[config.mk]
export PLATFORM = sky130hd
export DESIGN_NAME = dual_adc_sample_formatter
export DESIGN_NICKNAME = d
export VERILOG_FILES = /design/src/hdl/dual_adc_fmt_pkg.sv /design/src/hdl/dual_adc_sample_formatter.sv
export SDC_FILE = /design/constraint.sdc
export NUM_CORES = 2
export LEC_CHECK = 0
export ABC_CLOCK_PERIOD_IN_PS = 8800
export CAP_MARGIN = 20
export CORE_AREA = 4 4 309 311
export CTS_CLUSTER_DIAMETER = 80
export DETAILED_ROUTE_END_ITERATION = 8
export DIE_AREA = 0 0 313 315
export DONT_BUFFER_PORTS = 1
export GPL_TIMING_DRIVEN = 0
export REMOVE_ABC_BUFFERS = 1
export SLEW_MARGIN = 20
export SYNTH_ARGS = -nofsm -noshare
export SYNTH_HDL_FRONTEND = slang
export SYNTH_SLANG_ARGS = --single-unit
export TNS_END_PERCENT = 5
[constraint.sdc]
create_clock -name i_mclk -period 8.8 [get_ports i_mclk]
set_input_delay 0.88 -clock i_mclk [delete_from_list [all_inputs] [get_ports i_mclk]]
set_output_delay 0.88 -clock i_mclk [all_outputs]
set_load 0.01 [all_outputs]
[src/hdl/dual_adc_fmt_pkg.sv]
`default_nettype none
package dual_adc_fmt_pkg;
   localparam int DIFF_W = 24;
   localparam int DIFF16_W = 16;
   localparam int CM_W = 8;
   localparam int GAIN_W = 16;
   localparam int WORD_W = 32;
   localparam int RAW_W = 26;
   localparam int GAIN_SHIFT = 15;
   localparam logic [DIFF_W-1:0] DIFF_MAX = 24'h7FFFFF;
   localparam logic [DIFF_W-1:0] DIFF_MIN = 24'h800000;
   localparam logic [DIFF_W-1:0] OFFSET_RST = 24'h000000;
   localparam logic [GAIN_W-1:0] GAIN_RST = 16'h8000;
   localparam logic [CM_W-1:0] CM_MAX = 8'hFF;
   localparam logic [CM_W-1:0] CM_MIN = 8'h00;
   localparam int CONV_TIME_NS = 300;
   localparam int CLK_PERIOD_NS = 10;
   localparam int CONV_CYCLES = (CONV_TIME_NS + CLK_PERIOD_NS - 1) / CLK_PERIOD_NS;
   localparam int CNT_W = 8;
   typedef enum logic [2:0] {
      FMT_DIFF24 = 3'h0,
      FMT_DIFF16_CM = 3'h1,
      FMT_DIFF24_CM = 3'h2,
      FMT_AVG = 3'h3,
      FMT_PATTERN = 3'h4
   } fmt_t;
endpackage
`default_nettype wire

[src/hdl/dual_adc_sample_formatter.sv]
`default_nettype none
module dual_adc_sample_formatter #(
   parameter int CONV_CNT = dual_adc_fmt_pkg::CONV_CYCLES
) (
   // Clock and reset
   input wire logic i_mclk,
   input wire logic i_rst_n,
   // Conversion start from the host pin
   input wire logic i_convert_start_input,
   input wire logic i_power_down,
   // Raw converter codes, signed, wide enough to show overrange
   input wire logic signed [dual_adc_fmt_pkg::RAW_W-1:0] i_raw_diff0,
   input wire logic signed [dual_adc_fmt_pkg::RAW_W-1:0] i_raw_diff1,
   input wire logic signed [dual_adc_fmt_pkg::RAW_W-1:0] i_raw_cm0,
   input wire logic signed [dual_adc_fmt_pkg::RAW_W-1:0] i_raw_cm1,
   // Configuration
   input wire logic [2:0] i_output_format_select,
   input wire logic [dual_adc_fmt_pkg::DIFF_W-1:0] i_offset0,
   input wire logic [dual_adc_fmt_pkg::DIFF_W-1:0] i_offset1,
   input wire logic [dual_adc_fmt_pkg::GAIN_W-1:0] i_channel_scale_factor0,
   input wire logic [dual_adc_fmt_pkg::GAIN_W-1:0] i_channel_scale_factor1,
   // Status and output register feeding the serial result lanes
   output logic o_busy,
   output logic o_result_valid,
   output logic [dual_adc_fmt_pkg::WORD_W-1:0] o_serial_result_lanes0,
   output logic [dual_adc_fmt_pkg::WORD_W-1:0] o_serial_result_lanes1
);
   import dual_adc_fmt_pkg::*;

   typedef enum {ST_ACQ, ST_CONV} state_t;

   localparam logic signed [RAW_W-1:0] RAW_MAX = RAW_W'(signed'(DIFF_MAX));
   localparam logic signed [RAW_W-1:0] RAW_MIN = RAW_W'(signed'(DIFF_MIN));
   localparam int PROD_W = RAW_W + GAIN_W + 2;

   // Clamp a raw code to the 24-bit full-scale range
   function automatic logic [DIFF_W-1:0] sat_raw(input logic signed [RAW_W-1:0] v);
      if (v > RAW_MAX)
         sat_raw = DIFF_MAX;
      else if (v < RAW_MIN)
         sat_raw = DIFF_MIN;
      else
         sat_raw = v[DIFF_W-1:0];
   endfunction

   // Offset, gain, then saturate to 24 bits
   function automatic logic [DIFF_W-1:0] scale(input logic [DIFF_W-1:0] d,
                                               input logic [DIFF_W-1:0] off,
                                               input logic [GAIN_W-1:0] g);
      logic signed [PROD_W-1:0] sum;
      logic signed [PROD_W-1:0] prod;
      sum = PROD_W'(signed'(d)) + PROD_W'(signed'(off));
      prod = (sum * signed'({2'b00, g})) >>> GAIN_SHIFT;
      if (prod > PROD_W'(signed'(DIFF_MAX)))
         scale = DIFF_MAX;
      else if (prod < PROD_W'(signed'(DIFF_MIN)))
         scale = DIFF_MIN;
      else
         scale = prod[DIFF_W-1:0];
   endfunction

   // Common-mode code, clamped to 0..255, never scaled
   function automatic logic [CM_W-1:0] cm_code(input logic signed [RAW_W-1:0] v);
      if (v < 0)
         cm_code = CM_MIN;
      else if (v > RAW_W'(CM_MAX))
         cm_code = CM_MAX;
      else
         cm_code = v[CM_W-1:0];
   endfunction

   // Pack one channel word per format
   function automatic logic [WORD_W-1:0] pack(input logic [DIFF_W-1:0] d,
                                              input logic [CM_W-1:0] cm,
                                              input logic [2:0] f);
      case (f)
         FMT_DIFF16_CM: pack = {d[DIFF_W-1 -: DIFF16_W], cm, CM_MIN};
         FMT_DIFF24_CM: pack = {d, cm};
         default: pack = {d, CM_MIN};
      endcase
   endfunction

   // Start pin synchroniser: a change counts once stages two and three agree
   logic [2:0] cnv_sync_r;
   logic [2:0] cnv_sync_nxt;
   logic cnv_level_r;
   logic cnv_level_nxt;
   state_t state_r;
   state_t state_nxt;
   logic [CNT_W-1:0] cnt_r;
   logic [CNT_W-1:0] cnt_nxt;
   logic busy_r;
   logic busy_nxt;
   logic valid_r;
   logic valid_nxt;
   logic [RAW_W-1:0] hold_d0_r, hold_d1_r, hold_c0_r, hold_c1_r;
   logic [RAW_W-1:0] hold_d0_nxt, hold_d1_nxt, hold_c0_nxt, hold_c1_nxt;
   logic [WORD_W-1:0] out0_r;
   logic [WORD_W-1:0] out0_nxt;
   logic [WORD_W-1:0] out1_r;
   logic [WORD_W-1:0] out1_nxt;
   logic start_edge;

   always_comb begin
      cnv_sync_nxt = {cnv_sync_r[1:0], i_convert_start_input};
      cnv_level_nxt = cnv_level_r;
      if (cnv_sync_r[2] == cnv_sync_r[1])
         cnv_level_nxt = cnv_sync_r[2];
      start_edge = cnv_level_nxt && !cnv_level_r;
   end

   always_comb begin
      state_nxt = state_r;
      cnt_nxt = cnt_r;
      busy_nxt = busy_r;
      valid_nxt = 1'b0;
      hold_d0_nxt = hold_d0_r;
      hold_d1_nxt = hold_d1_r;
      hold_c0_nxt = hold_c0_r;
      hold_c1_nxt = hold_c1_r;
      out0_nxt = out0_r;
      out1_nxt = out1_r;
      case (state_r)
         ST_ACQ: begin
            // Power-down only blocks new starts; nothing stale survives, so
            // the first conversion after it is already good
            if (start_edge && !i_power_down) begin
               hold_d0_nxt = i_raw_diff0;
               hold_d1_nxt = i_raw_diff1;
               hold_c0_nxt = i_raw_cm0;
               hold_c1_nxt = i_raw_cm1;
               busy_nxt = 1'b1;
               cnt_nxt = CNT_W'(CONV_CNT - 1);
               state_nxt = ST_CONV;
            end
         end
         ST_CONV: begin
            if (cnt_r == '0) begin
               out0_nxt = pack(scale(sat_raw(hold_d0_r), i_offset0, i_channel_scale_factor0),
                               cm_code(hold_c0_r), i_output_format_select);
               out1_nxt = pack(scale(sat_raw(hold_d1_r), i_offset1, i_channel_scale_factor1),
                               cm_code(hold_c1_r), i_output_format_select);
               busy_nxt = 1'b0;
               valid_nxt = 1'b1;
               state_nxt = ST_ACQ;
            end else begin
               cnt_nxt = cnt_r - 1'b1;
            end
         end
         default: state_nxt = ST_ACQ;
      endcase
   end

   always_ff @(posedge i_mclk or negedge i_rst_n) begin
      if (!i_rst_n) begin
         cnv_sync_r <= '0;
         cnv_level_r <= 1'b0;
         state_r <= ST_ACQ;
         cnt_r <= '0;
         busy_r <= 1'b0;
         valid_r <= 1'b0;
         hold_d0_r <= '0;
         hold_d1_r <= '0;
         hold_c0_r <= '0;
         hold_c1_r <= '0;
         out0_r <= '0;
         out1_r <= '0;
      end else begin
         cnv_sync_r <= cnv_sync_nxt;
         cnv_level_r <= cnv_level_nxt;
         state_r <= state_nxt;
         cnt_r <= cnt_nxt;
         busy_r <= busy_nxt;
         valid_r <= valid_nxt;
         hold_d0_r <= hold_d0_nxt;
         hold_d1_r <= hold_d1_nxt;
         hold_c0_r <= hold_c0_nxt;
         hold_c1_r <= hold_c1_nxt;
         out0_r <= out0_nxt;
         out1_r <= out1_nxt;
      end
   end

   assign o_busy = busy_r;
   assign o_result_valid = valid_r;
   assign o_serial_result_lanes0 = out0_r;
   assign o_serial_result_lanes1 = out1_r;
endmodule
`default_nettype wire

======== Word-level counts from Yosys, hierarchy flattened ========
Cells that the tools add are included.
storage, ports and cells
  bits in registers ....................... 214
  bits in read-only memories .............. 0
  input port bits ......................... 191
  memories kept ........................... 0
  latch bits .............................. 0
  memory bits (writable) .................. 0
  output and inout bits ................... 66
cells by class
  shifts and indexed selects .............. 0
  eq/ne operators ......................... 7
  add/sub/neg operators ................... 3
  order comparisons ....................... 12
  multiply operators ...................... 2
  reduce and logical (&&, ||, !) cells .... 12
  divide/modulo/power cells ............... 0
  bitwise operators ....................... 0
  mux-type cells .......................... 30
operators by type and width
  kind                    number
  $mux W24                12
  $mul A25 B17 Y42        2
  $mux W32                2
  $pmux W16 S2            2
  $pmux W32 S2            1
  $gt A27 B24 Y1 const B  2
  $lt A27 B24 Y1 const B  2
  $gt A26 B24 Y1 const B  2
  $gt A26 B8 Y1 const B   2
  $lt A26 B1 Y1 const B   2
  $lt A26 B24 Y1 const B  2
  $add A24 B24 Y25        2
  $mux W8                 6
  $eq A32 B1 Y1 const B   1
  $logic_not A32 Y1       1
  $pmux W8 S2             1
  $logic_not A8 Y1        1
  $sub A8 B1 Y8 const B   1
  $ne A2 B2 Y1 const B    3
  $reduce_and A2 Y1       3
  $reduce_and A3 Y1       2
  $mux W1                 5
  $eq A3 B1 Y1 const B    1
  $eq A3 B2 Y1 const B    1
  other kinds (5)         7

======== Longest topological paths before layout ========
  word-level depth ........................ 11
  gate-level depth with buffers ........... 42

======== Worst setup path before layout ========
OpenSTA, ideal clock, no wires.
  path type ............................... register -> register
  start point ............................. reg hold_d1_r[23]
  end point ............................... reg out1_r[10], in the netlist o_serial_result_lanes1[10]
  setup slack ............................. -552 ps
  path buffers ............................ 4
  stages on the path, launching flop included .. 40
  data required time ...................... 8,723 ps
  arrival ................................. 9,274 ps
  clock period less this slack ............ 9,352 ps
  cell sequence ........................... dfrtp_1 -> a21boi_1 -> clkbuf_1 -> nor2_1 -> ha_1 -> fa_1 -> a21o_1 -> a21oi_1 -> o21ai_1 -> a21oi_2 -> o21ai_1 -> a41oi_1 -> a211o_1 -> o21ai_0 -> o21ai_0 -> clkbuf_1 -> and2_1 -> fa_1 -> (+4 left out) -> fa_1 -> fa_1 -> inv_1 -> fa_1 -> inv_1 -> ha_1 -> buf_2 -> a21o_1 -> a21o_1 -> a211oi_1 -> o21bai_1 -> a21o_1 -> a221oi_2 -> xor2_2 -> o31ai_2 -> buf_2 -> nand2_1 -> a21oi_1
between the ends
  longest elaborated chain between the ends .. 11
  elaborated cells between the ends (all ways) .. 13
RTL lines
  item                      line                              text
  start: declaration        dual_adc_sample_formatter.sv:96   logic [RAW_W-1:0] hold_d0_r, hold_d1_r, hold_c0_r, hold_c1_r;
  start signal: assignment  dual_adc_sample_formatter.sv:176  hold_d1_r <= hold_d1_nxt;
  $lt A26 B24 Y1            dual_adc_sample_formatter.sv:40   else if (v < RAW_MIN)
  $mux W24                  dual_adc_sample_formatter.sv:40
  $mux W24 *                dual_adc_sample_formatter.sv:38   if (v > RAW_MAX)
  $mux W24 *                dual_adc_sample_formatter.sv:138  if (cnt_r == '0) begin
  $mux W24 *                dual_adc_sample_formatter.sv:123  case (state_r)
  $add A24 B24 Y25 *        dual_adc_sample_formatter.sv:52   sum = PROD_W'(signed'(d)) + PROD_W'(signed'(off));
  $mul A25 B17 Y42 *        dual_adc_sample_formatter.sv:53   prod = (sum * signed'({2'b00, g})) >>> GAIN_SHIFT;
  $lt A27 B24 Y1            dual_adc_sample_formatter.sv:56   else if (prod < PROD_W'(signed'(DIFF_MIN)))
  $mux W24                  dual_adc_sample_formatter.sv:56
  $mux W24 *                dual_adc_sample_formatter.sv:54   if (prod > PROD_W'(signed'(DIFF_MAX)))
  $pmux W16 S2 *            dual_adc_sample_formatter.sv:76   case (f)
  end signal: assignment    dual_adc_sample_formatter.sv:180  out1_r <= out1_nxt;
  end: declaration          dual_adc_sample_formatter.sv:100  logic [WORD_W-1:0] out1_r;
Mark *: on every way between the ends. The rest lies on a longest branch, timed or not. The select of a mux whose other input is x is not followed.
A chain may end at the register's enable or synchronous reset.

======== Worst setup path in the final report ========
  start point ............................. reg hold_d0_r[24]
  end point ............................... reg out0_r[13], in the netlist o_serial_result_lanes0[13]
between the ends
  longest elaborated chain between the ends .. 11
  elaborated cells between the ends (all ways) .. 13
RTL lines
  item                      line                              text
  start: declaration        dual_adc_sample_formatter.sv:96
  start signal: assignment  dual_adc_sample_formatter.sv:175  hold_d0_r <= hold_d0_nxt;
  $lt A26 B24 Y1            dual_adc_sample_formatter.sv:40
  $mux W24                  dual_adc_sample_formatter.sv:40
  $mux W24 *                dual_adc_sample_formatter.sv:38
  $mux W24 *                dual_adc_sample_formatter.sv:138
  $mux W24 *                dual_adc_sample_formatter.sv:123
  $add A24 B24 Y25 *        dual_adc_sample_formatter.sv:52
  $mul A25 B17 Y42 *        dual_adc_sample_formatter.sv:53
  $lt A27 B24 Y1            dual_adc_sample_formatter.sv:56
  $mux W24                  dual_adc_sample_formatter.sv:56
  $mux W24 *                dual_adc_sample_formatter.sv:54
  $pmux W16 S2 *            dual_adc_sample_formatter.sv:76
  end signal: assignment    dual_adc_sample_formatter.sv:179  out0_r <= out0_nxt;
  end: declaration          dual_adc_sample_formatter.sv:98   logic [WORD_W-1:0] out0_r;
Marked as above.

==> results.txt <==
The slowest stage of the critical path belongs to the cell fa_2. The worst setup path is captured at a flop. For the final database, setup skew stands at 0.0430 ns.

The placed wire-length estimate came out at 87300 um. After detailed routing, the met3 layer carries 9600 um of wire. The number of warning messages in the yosys log is 0. The clock-pin slew of the registers on the worst-case setup and hold paths came out at 0.12 ns.

The total negative slack for setup checks came out at -28.45 ns. The arrival time of data at the critical path endpoint came out at 9.99 ns. The worst slew margin relative to its limit came out at between 20% and 30%. The first-pass GRT wire length came out at ~180000 um. The number of clock sinks is 182. The number of standard-cell rows in the floorplan came out at about 110. The sum of overflow across all layers after global routing came out at 0.

After the flow finishes, the layout carries non-filler instances totaling 5790. The multiplexer share of the synthesized area came out at 0.0551%. The number of routed nets with antenna violations is 0. The layout cell share with drive strength beyond 1 is 13.5%. The fraction of the cycle the final worst path needs came out at 109%. The via count of the first global-routing pass came out at 32305. Buffers inserted during clock tree synthesis total 17.

The final count of pins violating max slew is 0. The number of antenna violations at the first check in global routing is 16. The I/O pin total came out at 257.

The final reports fail on setup timing. The post-route met1 wirelength is 50100 um. The number of cells in the design after placement came out at around 5600. Counting distinct cell types in the post-synthesis netlist gives 89. The synthesized area per cell is between 8 and 9 um^2. Counting flops with a built-in enable in the synthesized netlist gives 0. The die span in x is 313 um. The final-report setup violation count is 48. Summing the areas of all compound-gate instances in the mapped netlist gives 7.41% of the synthesized area.

The cell count of the worst reg-to-reg path came out at between 40 and 50. The congestion estimate from routability-driven global placement came to 0.900. The sequential element share of the synthesized area is 11.8%. The mapped netlist covers 38600 um^2. Setup repair after global routing could not meet its margin everywhere.

The maximum number of pins on one net before global-route repair came out at 183. The worst hold-check path type is primary input to async pin. The area growth from synthesis to final layout came out at 15.1%. Once routing completed, OpenROAD measured the worst setup slack at -0.764 ns. The worst setup path is launched from a flop. The final hold violation count is 0. On the worst path, the slowest cell contributes a delay of 0.53 ns. In this run the critical register-to-register path is launched from hold_d0_r[24].

At the placement stage, the worst setup path has a slack of -2.82 ns. The critical path in this run is classified as flop to flop. In this design, the critical path's most frequently occurring cell is buf_6. Among all flip-flop cells after synthesis, the most frequent one is dfrtp_1.

The DRC violation total after the first TritonRoute iteration came out at 2034. The overall fraction of global-route tracks in use is roughly a quarter. The post-synthesis cell count came out at 4447. After detailed routing, the total wire length is between 100000 and 150000 um. The final-stage net count is 5734. The post-layout minimum cycle time came out at 9.56 ns. Static timing analysis puts the maximum clock frequency at 0.105 GHz. The synthesized netlist devotes between 40% and 50% of its cell area to adder and majority cells. The detailed-route wire length per cell is 19.9 um. The required time reported for the critical path endpoint is between 9 and 10 ns. The number of vias per cell after detailed routing is approximately 5.2.

TritonCTS built the clock tree. The die height is approximately 320 um. The number of buffers between clock root and the deepest sink came out at 2. After detailed routing, the number of remaining DRC violations is 0. The insertion delay of the later-clocked pin in the worst-skew pair came out at 0.53 ns.

In this run, synthesis produced a sequential element count of roughly 180. The amount of wire on met2 after detailed routing came out at 53300 um. After detailed routing, no signal wire sits above met5. Clock tree synthesis selected as its root buffer the cell clkbuf_16. At the pin with the least slew margin, the transition time is 1.19 ns. For flop-to-flop paths, the worst setup slack is -0.76 ns. The share of flip-flops with an asynchronous set or reset came out at between 90% and 100%. The number of max-capacitance violations reported is 0. The starting density of the core is 41.6%. The first detailed-routing pass took 5 iterations. The fraction of synthesized cell area in xor and xnor cells is 2.49%.

The worst register-to-register path ends at o_serial_result_lanes0[13]. The simple logic cell fraction of the synthesized area came out at 18.6%. The run finished, with violations left. The total of hold buffers inserted after clock tree synthesis came out at 0. By area, the combinational part of the netlist is dominated by adder cells. CTS built an H-tree with a depth of 4. The floorplan step defined a core boundary enclosing between 90000 and 100000 um^2.

The final route contains about 30000 vias. The largest driver fanout on the critical path came out at 5. The full die area is 98600 um^2. Port buffering added 0 buffers.
layout by cell type (no fill, tap or decap), types with 21 or more instances in the layout:
cell type | netlist | final
a21oi_2 | 12 | 39
nand2_2 | 0 | 26
a21oi_1 | 115 | 80
fa_2 | 0 | 22
xnor2_2 | 0 | 30
nor2_1 | 190 | 173
o21ai_1 | 27 | 30
o211ai_1 | 22 | 22
ha_1 | 252 | 207
and2_1 | 341 | 332
ha_4 | 0 | 36
a21o_1 | 50 | 49
nand2_1 | 902 | 871
xor2_1 | 28 | 23
nand3_1 | 28 | 25
xnor2_1 | 78 | 41
inv_1 | 918 | 900
fa_1 | 780 | 758
o21ai_0 | 84 | 65
dfrtp_1 | 182 | 176
buf_4 | 2 | 129
clkbuf_16 | 0 | 21
buf_6 | 4 | 59
per-stage QoR:
| stage | hold slack [ns] | instance area, um^2 | utilization [%] |
|---|---|---|---|
| 3_3_place_gp | 0.333 | 39400 | 42.4 |
| 2_1_floorplan | 0.331 | 37800 | - |
| 4_1_cts | 0.00999 | 43600 | 47.0 |
| 5_1_grt | 0.00890 | 44400 | 47.9 |
| 6_report | 0.0550 | 44400 | 47.9 |
| 3_5_place_dp | 0.340 | 40500 | 43.6 |
cell type report:
type                    instances  area, um^2
diodes                         12        30.0
clock buffers                  18         429
fillers                      9064       48400
repair buffers                234        2330
well taps                    1254        1570
multi-input cells            3157       31800
flip-flops and latches        182        4560
inverters                     919        3470
clock inverters                14         206
worst max-delay path: cells and delay by family (launching register included):
| family | cells | cell delay (ns) |
|---|---|---|
| AOI/OAI and AO/OA | 13 | 2.43 |
| xor gates and xnor gates | 1 | 0.17 |
| adders and majority gates | 9 | 3.76 |
| buffers and inverters | 10 | 1.42 |
| DFF | 1 | 0.46 |
| and+or+nand+nor | 8 | 1.22 |
synth_stat cells (3+ instances only):
cell type / instances / area share, %
or3_1: 12 / 0.19
fa_1: 780 / 40
clkbuf_1: 173 / 1.7
buf_1: 6 / 0.058
nor2b_1: 12 / 0.19
inv_1: 918 / 8.9
nor4_1: 11 / 0.18
nand4_1: 13 / 0.21
a21oi_1: 115 / 1.5
nor2_4: 3 / 0.088
nor3_1: 18 / 0.23
buf_6: 4 / 0.12
nand2b_1: 9 / 0.15
o211ai_1: 22 / 0.43
o21bai_1: 16 / 0.31
a31oi_1: 16 / 0.26
a21o_1: 50 / 0.97
nand3_1: 28 / 0.36
and3_1: 12 / 0.19
a41oi_1: 4 / 0.091
a41o_1: 3 / 0.078
o31ai_1: 3 / 0.058
a31o_2: 4 / 0.091
a211o_1: 7 / 0.16
o21a_1: 9 / 0.18
a211oi_1: 4 / 0.078
or4_1: 7 / 0.14
a21boi_0: 3 / 0.058
o21ai_1: 27 / 0.35
o21ai_0: 84 / 1.1
xor2_1: 28 / 0.64
o2111a_1: 3 / 0.088
xnor2_1: 78 / 1.8
buf_2: 10 / 0.13
o41ai_2: 3 / 0.13
o221ai_1: 4 / 0.091
dfrtp_1: 182 / 12
nand2_1: 902 / 8.8
a21oi_2: 12 / 0.27
nor2_1: 190 / 1.8
ha_1: 252 / 8.2
and2_1: 341 / 5.5
registers in the layout, indices dropped and copies added, names as in the netlist:
name / flops
o_result_valid: 1
cnv_level_r: 1
hold_c0_r: 26
o_busy: 1
o_serial_result_lanes1: 32
hold_d0_r: 26
hold_d1_r: 26
o_serial_result_lanes0: 32
cnv_sync_r: 3
cnt_r: 8
hold_c1_r: 26
kinds of logic (layout without fill, tap and decap cells):
group           count (synthesis)  after routing
simple gates                 1581           1583
buf+inv                      1114           1185
fa+ha+maj                    1033           1033
compound gates                427            431
flops                         182            182
xor+xnor                      108            108
mux                             2              2
other cells                     0             12
worst max path at each step:
stage / cells after the start / start / endpoint
after floorplan: 35 / hold_d1_r[25] / o_serial_result_lanes1[17]
after global placement: 3 / i_power_down / hold_d0_r[11]
after detailed placement: 36 / hold_d0_r[25] / o_serial_result_lanes0[26]
after CTS: 43 / hold_d0_r[24] / o_serial_result_lanes0[9]
after global routing: 41 / hold_d0_r[24] / o_serial_result_lanes0[13]
final: 41 / hold_d0_r[24] / o_serial_result_lanes0[13]
metal layers:
layer	vias to the layer above	GRT usage (%)
met5	-	0
met4	6	5.48
met3	132	5.86
met2	938	38.3
met1	15424	33.6
li1	13452	-
what timing repair did:
| action | 4_1_cts | 5_1_grt |
|---|---|---|
| pin swaps | 139 | 151 |
| setup buffers | 122 | 42 |
| gates resized for setup | 280 | 100 |
| setup endpoints to repair | 48 | 48 |
| gates cloned | 10 | 4 |
Power is not shown: default switching activity piles up to over one toggle a cycle in this logic, so the estimate is an artifact.
